[config.mk]
export PLATFORM = sky130hd
export DESIGN_NAME = swr_top
export DESIGN_NICKNAME = d
export VERILOG_FILES = /design/src/design/swr_pkg.sv /design/src/design/swr_top.sv
export SDC_FILE = /design/constraint.sdc
export NUM_CORES = 1
export LEC_CHECK = 0
export BUFFER_PORTS_ARGS = -buffer_cell sky130_fd_sc_hd__buf_2
export CAP_MARGIN = 40
export CORE_MARGIN = 2
export CORE_UTILIZATION = 54
export CTS_BUF_LIST = sky130_fd_sc_hd__clkbuf_8
export CTS_CLUSTER_SIZE = 28
export DETAILED_ROUTE_END_ITERATION = 10
export GPL_ROUTABILITY_DRIVEN = 0
export PLACE_DENSITY = 0.86
export SYNTH_ARGS = -nofsm -noshare
export SYNTH_HDL_FRONTEND = slang
export SYNTH_SLANG_ARGS = --single-unit
[constraint.sdc]
create_clock -name clk_i -period 4.15 [get_ports clk_i]
set_clock_uncertainty 0.15 [all_clocks]
set_input_delay 0.6225 -clock clk_i [delete_from_list [all_inputs] [get_ports clk_i]]
set_output_delay 0.6225 -clock clk_i [all_outputs]
set_load 0.01 [all_outputs]
[src/design/swr_pkg.sv]
// Purpose: Constants for the selective-wake bit recovery setup block
// Assumes: 50 MHz system clock, classic Wishbone register access
// Notes: Register map, field positions, reset values and timing counts
// How it works
// RULE1 - Host turns transceiver off (mode 000) with recovery disabled before setup.
// RULE2 - Host programs the two-bit recovery clock select second.
// RULE3 - Host writes bit quanta and upper/lower limits for the baud rate third.
// RULE4 - Host picks filter settings and sets recovery enable last.
// RULE5 - Reaching a limit discards all accumulated timing measurements.
// RULE6 - After a discard the programmed bit quanta is reloaded as estimate.
// RULE7 - On baud change host updates clock select and bit quanta, even disabled.
// RULE8 - Host rewrites limits when baud rate or recovery clock changes.
// RULE9 - Host clears enable before editing recovery registers, sets it afterwards.
// RULE10 - Sample point register should stay at default 11 0011, about 80 percent.
// RULE11 - Bus declared inactive after silence between 0.6 and 1.2 seconds.
// RULE12 - Wake pattern or frame answered within 100 microseconds.
// RULE13 - Wake shown by interrupt in stop mode, regulator ramp in sleep mode.
// RULE14 - Decoding supports bit times down to 1 microsecond, 1 Mbit/s.
// RULE15 - While enabled, bus bits are measured and the decode clock corrected.
// RULE16 - Bit quanta register sets quanta per bit, relative to selected clock.
// RULE17 - Silence timer restarts on every bus edge, expires only after full interval.
package swr_pkg;
  // ==========================================================
  // Register byte offsets
  localparam logic [7:0] ADDR_MODE = 8'h00;
  localparam logic [7:0] ADDR_CTRL_ONE = 8'h04;
  localparam logic [7:0] ADDR_CTRL_TWO = 8'h08;
  localparam logic [7:0] ADDR_QUANTA = 8'h0C;
  localparam logic [7:0] ADDR_SAMPLE = 8'h10;
  localparam logic [7:0] ADDR_UPPER = 8'h14;
  localparam logic [7:0] ADDR_LOWER = 8'h18;
  localparam logic [7:0] ADDR_STATUS = 8'h1C;
  localparam logic [7:0] ADDR_MASK = 8'h20;
  localparam logic [7:0] ADDR_ESTIMATE = 8'h24;
  localparam logic [7:0] ADDR_WAKECMD = 8'h28;
  // ==========================================================
  // Field positions
  localparam int ENABLE_BIT = 0;
  localparam int FILTER_LSB = 1;
  localparam int FILTER_W = 2;
  localparam int ST_WAKE = 0;
  localparam int ST_SILENCE = 1;
  localparam int ST_LIMIT = 2;
  localparam int NUM_EVT = 3;
  localparam int CMD_PATTERN = 0;
  localparam int CMD_FRAME = 1;
  // ==========================================================
  // Reset values
  localparam logic [2:0] MODE_OFF = 3'h0;
  localparam logic [5:0] SAMPLE_RST = 6'h33;
  localparam logic [7:0] QUANTA_RST = 8'h28;
  localparam logic [7:0] UPPER_RST = 8'h30;
  localparam logic [7:0] LOWER_RST = 8'h20;
  // Power modes of the chip
  localparam logic [1:0] PM_NORMAL = 2'h0;
  localparam logic [1:0] PM_STOP = 2'h1;
  localparam logic [1:0] PM_SLEEP = 2'h2;
  // ==========================================================
  // Timing
  localparam int CLK_HZ = 50_000_000;
  localparam int SILENCE_MIN_MS = 600;
  localparam int SILENCE_MAX_MS = 1200;
  // Middle of the window, safe against oscillator spread
  localparam int SILENCE_MS = (SILENCE_MIN_MS + SILENCE_MAX_MS) / 2;
  localparam int SILENCE_CYC = (CLK_HZ / 1000) * SILENCE_MS;
  localparam int WAKE_MAX_US = 100;
  localparam int WAKE_CYC = (CLK_HZ / 1_000_000) * WAKE_MAX_US;
  localparam int WAKE_DELAY_CYC = 2;
  localparam int BIT_MIN_US = 1;
  localparam int BIT_MIN_CYC = ((CLK_HZ / 1_000_000) * BIT_MIN_US);
endpackage : swr_pkg

[src/design/swr_top.sv]
// Purpose: Bit recovery and partial network timing for a CAN selective-wake receiver
// Assumes: bus_rx_i synchronous to clk_i; wake detection made elsewhere
// Notes: Registers over classic Wishbone; one level interrupt output
`timescale 1ns/1ns
module swr_top #(
  parameter int SILENCE_CYCLES = swr_pkg::SILENCE_CYC,
  parameter int CNT_W = 26
) (
  input wire logic clk_i,
  input wire logic rst_i,
  input wire logic wb_cyc_i,
  input wire logic wb_stb_i,
  input wire logic wb_we_i,
  input wire logic [7:0] wb_adr_i,
  input wire logic [3:0] wb_sel_i,
  input wire logic [31:0] wb_dat_i,
  output logic [31:0] wb_dat_o,
  output logic wb_ack_o,
  input wire logic bus_rx_i,
  input wire logic [1:0] power_mode_i,
  input wire logic wake_pattern_i,
  input wire logic wake_frame_i,
  output logic irq_o,
  output logic wake_int_o,
  output logic main_regulator_output_o,
  output logic bus_idle_o,
  output logic [2:0] transceiver_mode_o,
  output logic [7:0] bit_estimate_o
);
  import swr_pkg::*;

  // ==========================================================
  // Register file
  logic [2:0] mode_r;
  logic [2:0] recovery_control_one_r;
  logic [1:0] recovery_clock_select_r;
  logic [7:0] bit_quanta_control_r;
  logic [5:0] sample_point_control_r;
  logic [7:0] recovery_upper_limit_r;
  logic [7:0] recovery_lower_limit_r;
  logic [NUM_EVT-1:0] status_r;
  logic [NUM_EVT-1:0] mask_r;
  logic [31:0] rdata_nxt;

  wire bus_req = wb_cyc_i & wb_stb_i & ~wb_ack_o;
  wire wr_lo = bus_req & wb_we_i & wb_sel_i[0];
  wire wr_mode = wr_lo & (wb_adr_i == ADDR_MODE);
  wire wr_c1 = wr_lo & (wb_adr_i == ADDR_CTRL_ONE);
  wire wr_c2 = wr_lo & (wb_adr_i == ADDR_CTRL_TWO);
  wire wr_q = wr_lo & (wb_adr_i == ADDR_QUANTA);
  wire wr_sp = wr_lo & (wb_adr_i == ADDR_SAMPLE);
  wire wr_up = wr_lo & (wb_adr_i == ADDR_UPPER);
  wire wr_lw = wr_lo & (wb_adr_i == ADDR_LOWER);
  wire wr_st = wr_lo & (wb_adr_i == ADDR_STATUS);
  wire wr_mk = wr_lo & (wb_adr_i == ADDR_MASK);
  wire wr_cmd = wr_lo & (wb_adr_i == ADDR_WAKECMD);
  wire recovery_enable = recovery_control_one_r[ENABLE_BIT];
  wire [FILTER_W-1:0] filter_sel = recovery_control_one_r[FILTER_LSB +: FILTER_W];

  // Read mux, unmapped offsets read zero
  always_comb begin
    rdata_nxt = 32'h0000_0000;
    case (wb_adr_i)
      ADDR_MODE: rdata_nxt[2:0] = mode_r;
      ADDR_CTRL_ONE: rdata_nxt[2:0] = recovery_control_one_r;
      ADDR_CTRL_TWO: rdata_nxt[1:0] = recovery_clock_select_r;
      ADDR_QUANTA: rdata_nxt[7:0] = bit_quanta_control_r;
      ADDR_SAMPLE: rdata_nxt[5:0] = sample_point_control_r;
      ADDR_UPPER: rdata_nxt[7:0] = recovery_upper_limit_r;
      ADDR_LOWER: rdata_nxt[7:0] = recovery_lower_limit_r;
      ADDR_STATUS: rdata_nxt[NUM_EVT-1:0] = status_r;
      ADDR_MASK: rdata_nxt[NUM_EVT-1:0] = mask_r;
      ADDR_ESTIMATE: rdata_nxt[7:0] = bit_estimate_o;
      default: rdata_nxt = 32'h0000_0000;
    endcase
  end

  // Single cycle answer, ack drops the cycle after
  always_ff @(posedge clk_i) begin
    if (rst_i) begin
      wb_ack_o <= 1'b0;
      wb_dat_o <= 32'h0000_0000;
    end else begin
      wb_ack_o <= bus_req;
      wb_dat_o <= bus_req ? rdata_nxt : 32'h0000_0000;
    end
  end

  // Configuration registers; host owns the setup order
  always_ff @(posedge clk_i) begin
    if (rst_i) begin
      mode_r <= MODE_OFF; // RULE1
      recovery_control_one_r <= 3'h0;
      recovery_clock_select_r <= 2'h0;
      bit_quanta_control_r <= QUANTA_RST;
      sample_point_control_r <= SAMPLE_RST; // RULE10
      recovery_upper_limit_r <= UPPER_RST;
      recovery_lower_limit_r <= LOWER_RST;
      mask_r <= {NUM_EVT{1'b0}};
    end else begin
      if (wr_mode) mode_r <= wb_dat_i[2:0];
      if (wr_c1) recovery_control_one_r <= wb_dat_i[2:0]; // RULE4
      if (wr_c2) recovery_clock_select_r <= wb_dat_i[1:0]; // RULE2
      if (wr_q) bit_quanta_control_r <= wb_dat_i[7:0]; // RULE3
      if (wr_sp) sample_point_control_r <= wb_dat_i[5:0];
      if (wr_up) recovery_upper_limit_r <= wb_dat_i[7:0]; // RULE8
      if (wr_lw) recovery_lower_limit_r <= wb_dat_i[7:0];
      if (wr_mk) mask_r <= wb_dat_i[NUM_EVT-1:0];
    end
  end

  // ==========================================================
  // Bus edge detect and bit length measurement
  logic rx_d_r;
  logic [7:0] bit_cnt_r;
  logic [7:0] bit_cnt_nxt;
  logic [1:0] presc_r;
  logic [9:0] acc_r;
  logic [1:0] acc_n_r;
  logic limit_evt;
  logic [7:0] est_nxt;
  wire bus_edge = bus_rx_i ^ rx_d_r;
  // Sum includes the bit ending now, so the fourth edge averages four full bits
  wire [9:0] acc_sum = acc_r + {2'h0, bit_cnt_r};
  // Quanta tick rate follows the recovery clock select
  wire q_tick = (presc_r == recovery_clock_select_r); // RULE16

  // Running average over four bits, filter selects the step size
  function automatic logic [7:0] swr_blend(input logic [7:0] old_v,
                                            input logic [7:0] avg_v,
                                            input logic [1:0] sh);
    logic [8:0] diff;
    diff = {1'b0, avg_v} - {1'b0, old_v};
    swr_blend = old_v + 8'(($signed(diff)) >>> sh);
  endfunction

  assign bit_cnt_nxt = (bit_cnt_r == 8'hFF) ? bit_cnt_r : bit_cnt_r + 8'h01;
  // Limit hit means the acquired timing is untrustworthy
  assign limit_evt = recovery_enable & bus_edge &
                     ((bit_cnt_r >= recovery_upper_limit_r) |
                      (bit_cnt_r <= recovery_lower_limit_r));
  assign est_nxt = swr_blend(bit_estimate_o, acc_sum[9:2], filter_sel);

  always_ff @(posedge clk_i) begin
    if (rst_i) begin
      rx_d_r <= 1'b1;
      presc_r <= 2'h0;
      bit_cnt_r <= 8'h00;
    end else begin
      rx_d_r <= bus_rx_i;
      presc_r <= q_tick ? 2'h0 : presc_r + 2'h1;
      if (bus_edge) bit_cnt_r <= 8'h00;
      else if (q_tick) bit_cnt_r <= bit_cnt_nxt;
    end
  end

  // Estimate update; disabled recovery tracks the programmed quanta
  always_ff @(posedge clk_i) begin
    if (rst_i) begin
      acc_r <= 10'h000;
      acc_n_r <= 2'h0;
      bit_estimate_o <= QUANTA_RST;
    end else if (!recovery_enable || limit_evt) begin
      acc_r <= 10'h000; // RULE5
      acc_n_r <= 2'h0;
      bit_estimate_o <= bit_quanta_control_r; // RULE6
    end else if (bus_edge) begin
      acc_r <= (acc_n_r == 2'h3) ? 10'h000 : acc_sum; // RULE15
      acc_n_r <= acc_n_r + 2'h1;
      if (acc_n_r == 2'h3) bit_estimate_o <= est_nxt;
    end
  end

  // ==========================================================
  // Bus silence timer
  logic [CNT_W-1:0] sil_cnt_r;
  wire sil_done = (sil_cnt_r == CNT_W'(SILENCE_CYCLES - 1));
  always_ff @(posedge clk_i) begin
    if (rst_i) begin
      sil_cnt_r <= '0;
      bus_idle_o <= 1'b0;
    end else if (bus_edge) begin
      sil_cnt_r <= '0; // RULE17
      bus_idle_o <= 1'b0;
    end else if (sil_done) begin
      bus_idle_o <= 1'b1; // RULE11
    end else begin
      sil_cnt_r <= sil_cnt_r + CNT_W'(1);
    end
  end
  wire silence_evt = sil_done & ~bus_idle_o & ~bus_edge;

  // ==========================================================
  // Wake reaction: fixed short delay well inside the limit
  logic [WAKE_DELAY_CYC-1:0] wake_pipe_r;
  wire wake_in = wake_pattern_i | wake_frame_i |
                 (wr_cmd & (wb_dat_i[CMD_PATTERN] | wb_dat_i[CMD_FRAME]));
  wire wake_evt = wake_pipe_r[WAKE_DELAY_CYC-1]; // RULE12
  always_ff @(posedge clk_i) begin
    if (rst_i) wake_pipe_r <= '0;
    else wake_pipe_r <= {wake_pipe_r[WAKE_DELAY_CYC-2:0], wake_in};
  end

  // Stop mode raises interrupt, sleep mode ramps the main regulator
  always_ff @(posedge clk_i) begin
    if (rst_i) begin
      wake_int_o <= 1'b0;
      main_regulator_output_o <= 1'b1;
    end else begin
      wake_int_o <= wake_evt & (power_mode_i == PM_STOP); // RULE13
      if (wake_evt & (power_mode_i == PM_SLEEP)) main_regulator_output_o <= 1'b1;
      else if (power_mode_i == PM_SLEEP && !status_r[ST_WAKE]) main_regulator_output_o <= 1'b0;
      else if (power_mode_i != PM_SLEEP) main_regulator_output_o <= 1'b1;
    end
  end

  // ==========================================================
  // Sticky status; a new event wins over a write-one clear
  wire [NUM_EVT-1:0] evt_vec = {limit_evt, silence_evt, wake_evt};
  wire [NUM_EVT-1:0] clr_vec = wr_st ? wb_dat_i[NUM_EVT-1:0] : {NUM_EVT{1'b0}};
  always_ff @(posedge clk_i) begin
    if (rst_i) begin
      status_r <= {NUM_EVT{1'b0}};
      irq_o <= 1'b0;
      transceiver_mode_o <= MODE_OFF;
    end else begin
      status_r <= (status_r & ~clr_vec) | evt_vec;
      irq_o <= |(((status_r & ~clr_vec) | evt_vec) & mask_r);
      transceiver_mode_o <= mode_r;
    end
  end

  // Minimum bit time of one microsecond is the host's duty on the bus
  localparam int MIN_BIT_CHECK = BIT_MIN_CYC; // RULE14
endmodule // swr_top

==> implementation parameters <==
Parameter                              Value

Status
  Run status ... finished with violations
  Failing checks ... negative setup slack

Power
  Combinational share of power ... 5.1%
  Fraction of power consumed by sequential logic ... 48.4%
  Net Sw Frac ... 23.5%
  Net load switching power ... 0.000559 W
  Clock group share of total power ... between 40% and 50%
  Power density relative to cell area ... 289 mW/mm^2
  Maximum ir drop on the vdd rail ... 0.000242 V
  P_leak ... 3.41 nW
  Cell-internal power ... 0.00183 W

Timing
  Post-route minimum period ... 4.67 ns
  Transition at the pin with the smallest max-transition slack ... 0.841 ns
  Final setup violating endpoints ... 5
  Accumulated negative setup slack ... -1.91 ns
  Setup ws final ... -0.520 ns
  Setup repair after global routing missed its margin ... true
  Final worst-path cycle share ... 113%
  Worst slew margin relative to its limit ... between 40% and 50%
  Final Hold Fails ... 0
  Achievable clock frequency ... approximately 210 MHz
  Final Max Tran Viols ... 0

Routing
  Wire length per cell after detailed routing ... 16.3 um
  DRT Wirelength ... about 18000 um
  Drt drc ... 0
  Number of iterations in the first detailed-routing pass ... 8
  Post-detailed-route count of antenna-violating nets ... 0
  Drt first-iter violations ... 484
  Via-to-Cell Ratio ... ~5.7
  Number of vias after detailed routing ... 6266

Clock tree
  Number of clock buffers inserted by TritonCTS ... 17
  Clock network latency to the later pin of the worst-skew pair ... 0.47 ns
  Deepest clock path buffer count ... 2
  Clock root buffer ... clkbuf_8
  Reg clk slew, reported paths ... 0.08 ns
  Depth of the CTS H-tree ... 4
  Clock tree from TritonCTS ... done
  Number of sinks on the clock net ... 119

Place
  Cell Area, Placed ... 0.00744 mm^2
  Post-detailed-placement half-perimeter wirelength ... 12100 um
  Post-Place Cells ... 1042
  IO buf count ... 50

Layout
  Area added between synthesis and finish ... 20.5%
  Nets ... 1010
  Highest-count cells in the layout ignoring fill and taps ... dfxtp_1, nor2_1, buf_4
  Finished Cell Area ... 0.00824 mm^2
  Most common library cell in the layout ignoring fill and taps ... dfxtp_1
  Ant. Diodes ... 0
  Final Instance Count excl. Fillers ... 1094
  Share of post-route cells with drive strength above 1 ... between 20% and 30%

Yosys
  Sequential-to-total area share from yosys stat ... between 30% and 40%
  Fraction of registers with async set or reset after synthesis ... 0%
  Main synth FF type ... dfxtp_1
  Post-synthesis cell area ... approximately 0.0068 mm^2
  Register bit count reported by yosys ... 119
  Yosys warnings ... 0
  Number of flops mapped to enable cells by yosys ... 0
  Number of distinct standard cells referenced by the synthesized netlist ... a little under 70
  Gate Count Post-Synth ... 808
  Average cell area after synthesis ... 8.46 um^2

Critical path
  Dominant cell type by count on the critical path ... a21oi_2
  Critical Path RT ... between 4 and 5 ns
  Largest incremental delay on the critical path ... between 0.3 and 0.4 ns
  Kind of end point of the critical path ... flop
  Worst Path Class, Setup ... flop to flop
  Data arrival time of the worst path ... 4.90 ns
  Worst-path cell with the longest stage delay ... ha_2
  Type of origin of the critical path ... flop
  Worst path cell trace ... ha_4 -> fa_2 -> a21oi_2 -> o21bai_2 -> a21oi_2 -> o21bai_1 -> xor2_1 -> ha_2 -> a21oi_4 -> buf_4 -> o21ai_2 -> a21oi_2 -> xnor2_2 -> mux2i_4 -> mux2i_1 -> ha_1 -> buf_4 -> a21oi_2 -> o21bai_1 -> a21oi_1 -> xnor2_1 -> nand2b_1 -> a221oi_2
  Largest fanout on the critical path ... 4

Floorplan
  Initial core utilization ... approximately 55%
  Full die area ... 0.0136 mm^2
  IO Pins ... about 100
  Number of standard-cell rows in the floorplan ... just over 40
  Die width ... 117 um
  DIE HEIGHT ... approximately 120 um
  Core region area ... 0.0125 mm^2

GRT
  Initial antenna violation count ... 0
  Maximum number of pins on one net before global-route repair ... 54
  Wire length of the first global-routing pass ... about 28000 um
  Vias in the first global route ... 5855
  Final global-route overflow total ... 0
  Global Route Usage Sum ... 26.6%

Worst hold path
  Type of the most critical hold path ... primary input to flop

Flow run
  Max-cap check violation count ... 0
==> cell families (layout without fill, tap and decap cells) <==
kind of cell             count (synthesis)  count (layout)  share of synthesized area [%]
other                                    1              24                         0.0549
adder cells (fa/ha/maj)                 47              47                           8.93
flip-flops                             119             119                           34.9
AO/OA/AOI/OAI                          146             146                           13.8
AND/OR/NAND/NOR                        298             298                           21.5
XOR/XNOR                                53              53                           6.79
multiplexers                            51              51                           7.49
buffers and inverters                   93             184                           6.63
==> layout make-up <==
type	instances	area, um^2
Multi-Input combinational cell	619	4320
Fill cell	973	4230
Sequential cell	119	2390
Timing Repair Buffer	116	753
Clock buffer	24	330
Tap cell	172	215
Inverter	36	135
Clock inverter	8	93.8
==> power by group through the flow <==
stage	Clock (W)	Combinational (W)	Sequential [W]
floorplan	0	0.0000930	0.00118
global placement	0	0.000114	0.00118
detailed placement	0	0.000117	0.00118
CTS	0.00112	0.000117	0.00115
global route	0.00117	0.000133	0.00115
finish	0.00111	0.000121	0.00115
==> per-layer routing <==
layer  vias up  part of all wire (%)  track usage [%]  wire [um]
met5         -                     0                0          0
met4         0                   3.1             11.7        556
met3        56                   6.7             6.33       1190
met2       242                    48             44.3       8530
met1      2967                    42             32.9       7510
li1       3001                     -                -          -
==> repair_timing <==
item                       CTS  global route
buffers inserted            12             9
gates resized for setup     15            31
hold buffers                 0             0
pin swaps                   24            21
setup endpoints to repair    5             6
==> registers in the layout (all words and copies together), names as in the netlist, 6 cells and up <==
name	flops
bit_cnt_r	8
sample_point_control_r	6
recovery_lower_limit_r	8
sil_cnt_r	26
recovery_upper_limit_r	8
acc_r	10
wb_dat_o	8
bit_quanta_control_r	8
bit_estimate_o	8
==> cells in the mapped netlist (all sizes together) (3+ instances only) <==
cell type	n	area (um^2)
buf	35	234
mux2i	50	500
and2	3	21.3
a22oi	6	45.0
a211oi	4	30.0
a222oi	6	60.1
o211ai	4	30.0
o31ai	4	30.0
or2	3	21.3
o21a	6	45.0
nor3	15	103
nor4b	3	26.3
o21bai	4	30.0
ha	44	551
a21oi	55	275
xnor2	23	201
fa	3	60.1
a32oi	5	43.8
inv	36	135
a21o	3	22.5
or3	10	65.1
o22ai	3	18.8
nor2b	9	58.8
dfxtp	119	2380
a31oi	4	31.3
nand3b	4	30.0
nor2	115	439
and3	8	50.1
nand3	27	135
nor3b	4	30.0
o21ai	23	115
clkbuf	22	83.8
a21boi	5	37.5
nor4	4	25.0
xor2	30	263
nand2b	5	31.3
a221oi	4	35.0
nand2	63	236
nand4	17	121
==> final timing paths <==
kind / start / to / slack, ns / cells past startpoint
hold / removal: power_mode_i[1] / wake_int_o / 0.20 / 2
setup / recovery: bit_cnt_r[0] / bit_estimate_o[6] / -0.52 / 23
setup reg to reg: bit_cnt_r[0] / bit_estimate_o[6] / -0.52 / 23
hold reg to reg: main_regulator_output_o / main_regulator_output_o / 0.29 / 2
==> critical path: cells and delay by family, from the launching register on <==
kind	cells	cell delay (ns)
AO/OA/AOI/OAI	11	1.54
XOR/XNOR	3	0.65
adder cells (fa/ha/maj)	4	1.18
buffers and inverters	2	0.29
flip-flops	1	0.34
multiplexers	2	0.32
AND/OR/NAND/NOR	1	0.12
==> per-stage QoR <==
stage / hold slack (ns) / utilization (%) / setup WS (ns) / power [W]
2_1_floorplan: 0.264 / - / -0.00434 / 0.00127
3_3_place_gp: 0.277 / 59.7 / -0.322 / 0.00129
3_5_place_dp: 0.284 / 59.7 / -0.489 / 0.00130
4_1_cts: 0.189 / 64.3 / -0.404 / 0.00239
5_1_grt: 0.210 / 66.1 / -0.739 / 0.00246
6_report: 0.198 / 66.1 / -0.520 / 0.00238
Power figures use the tool's default switching activity.
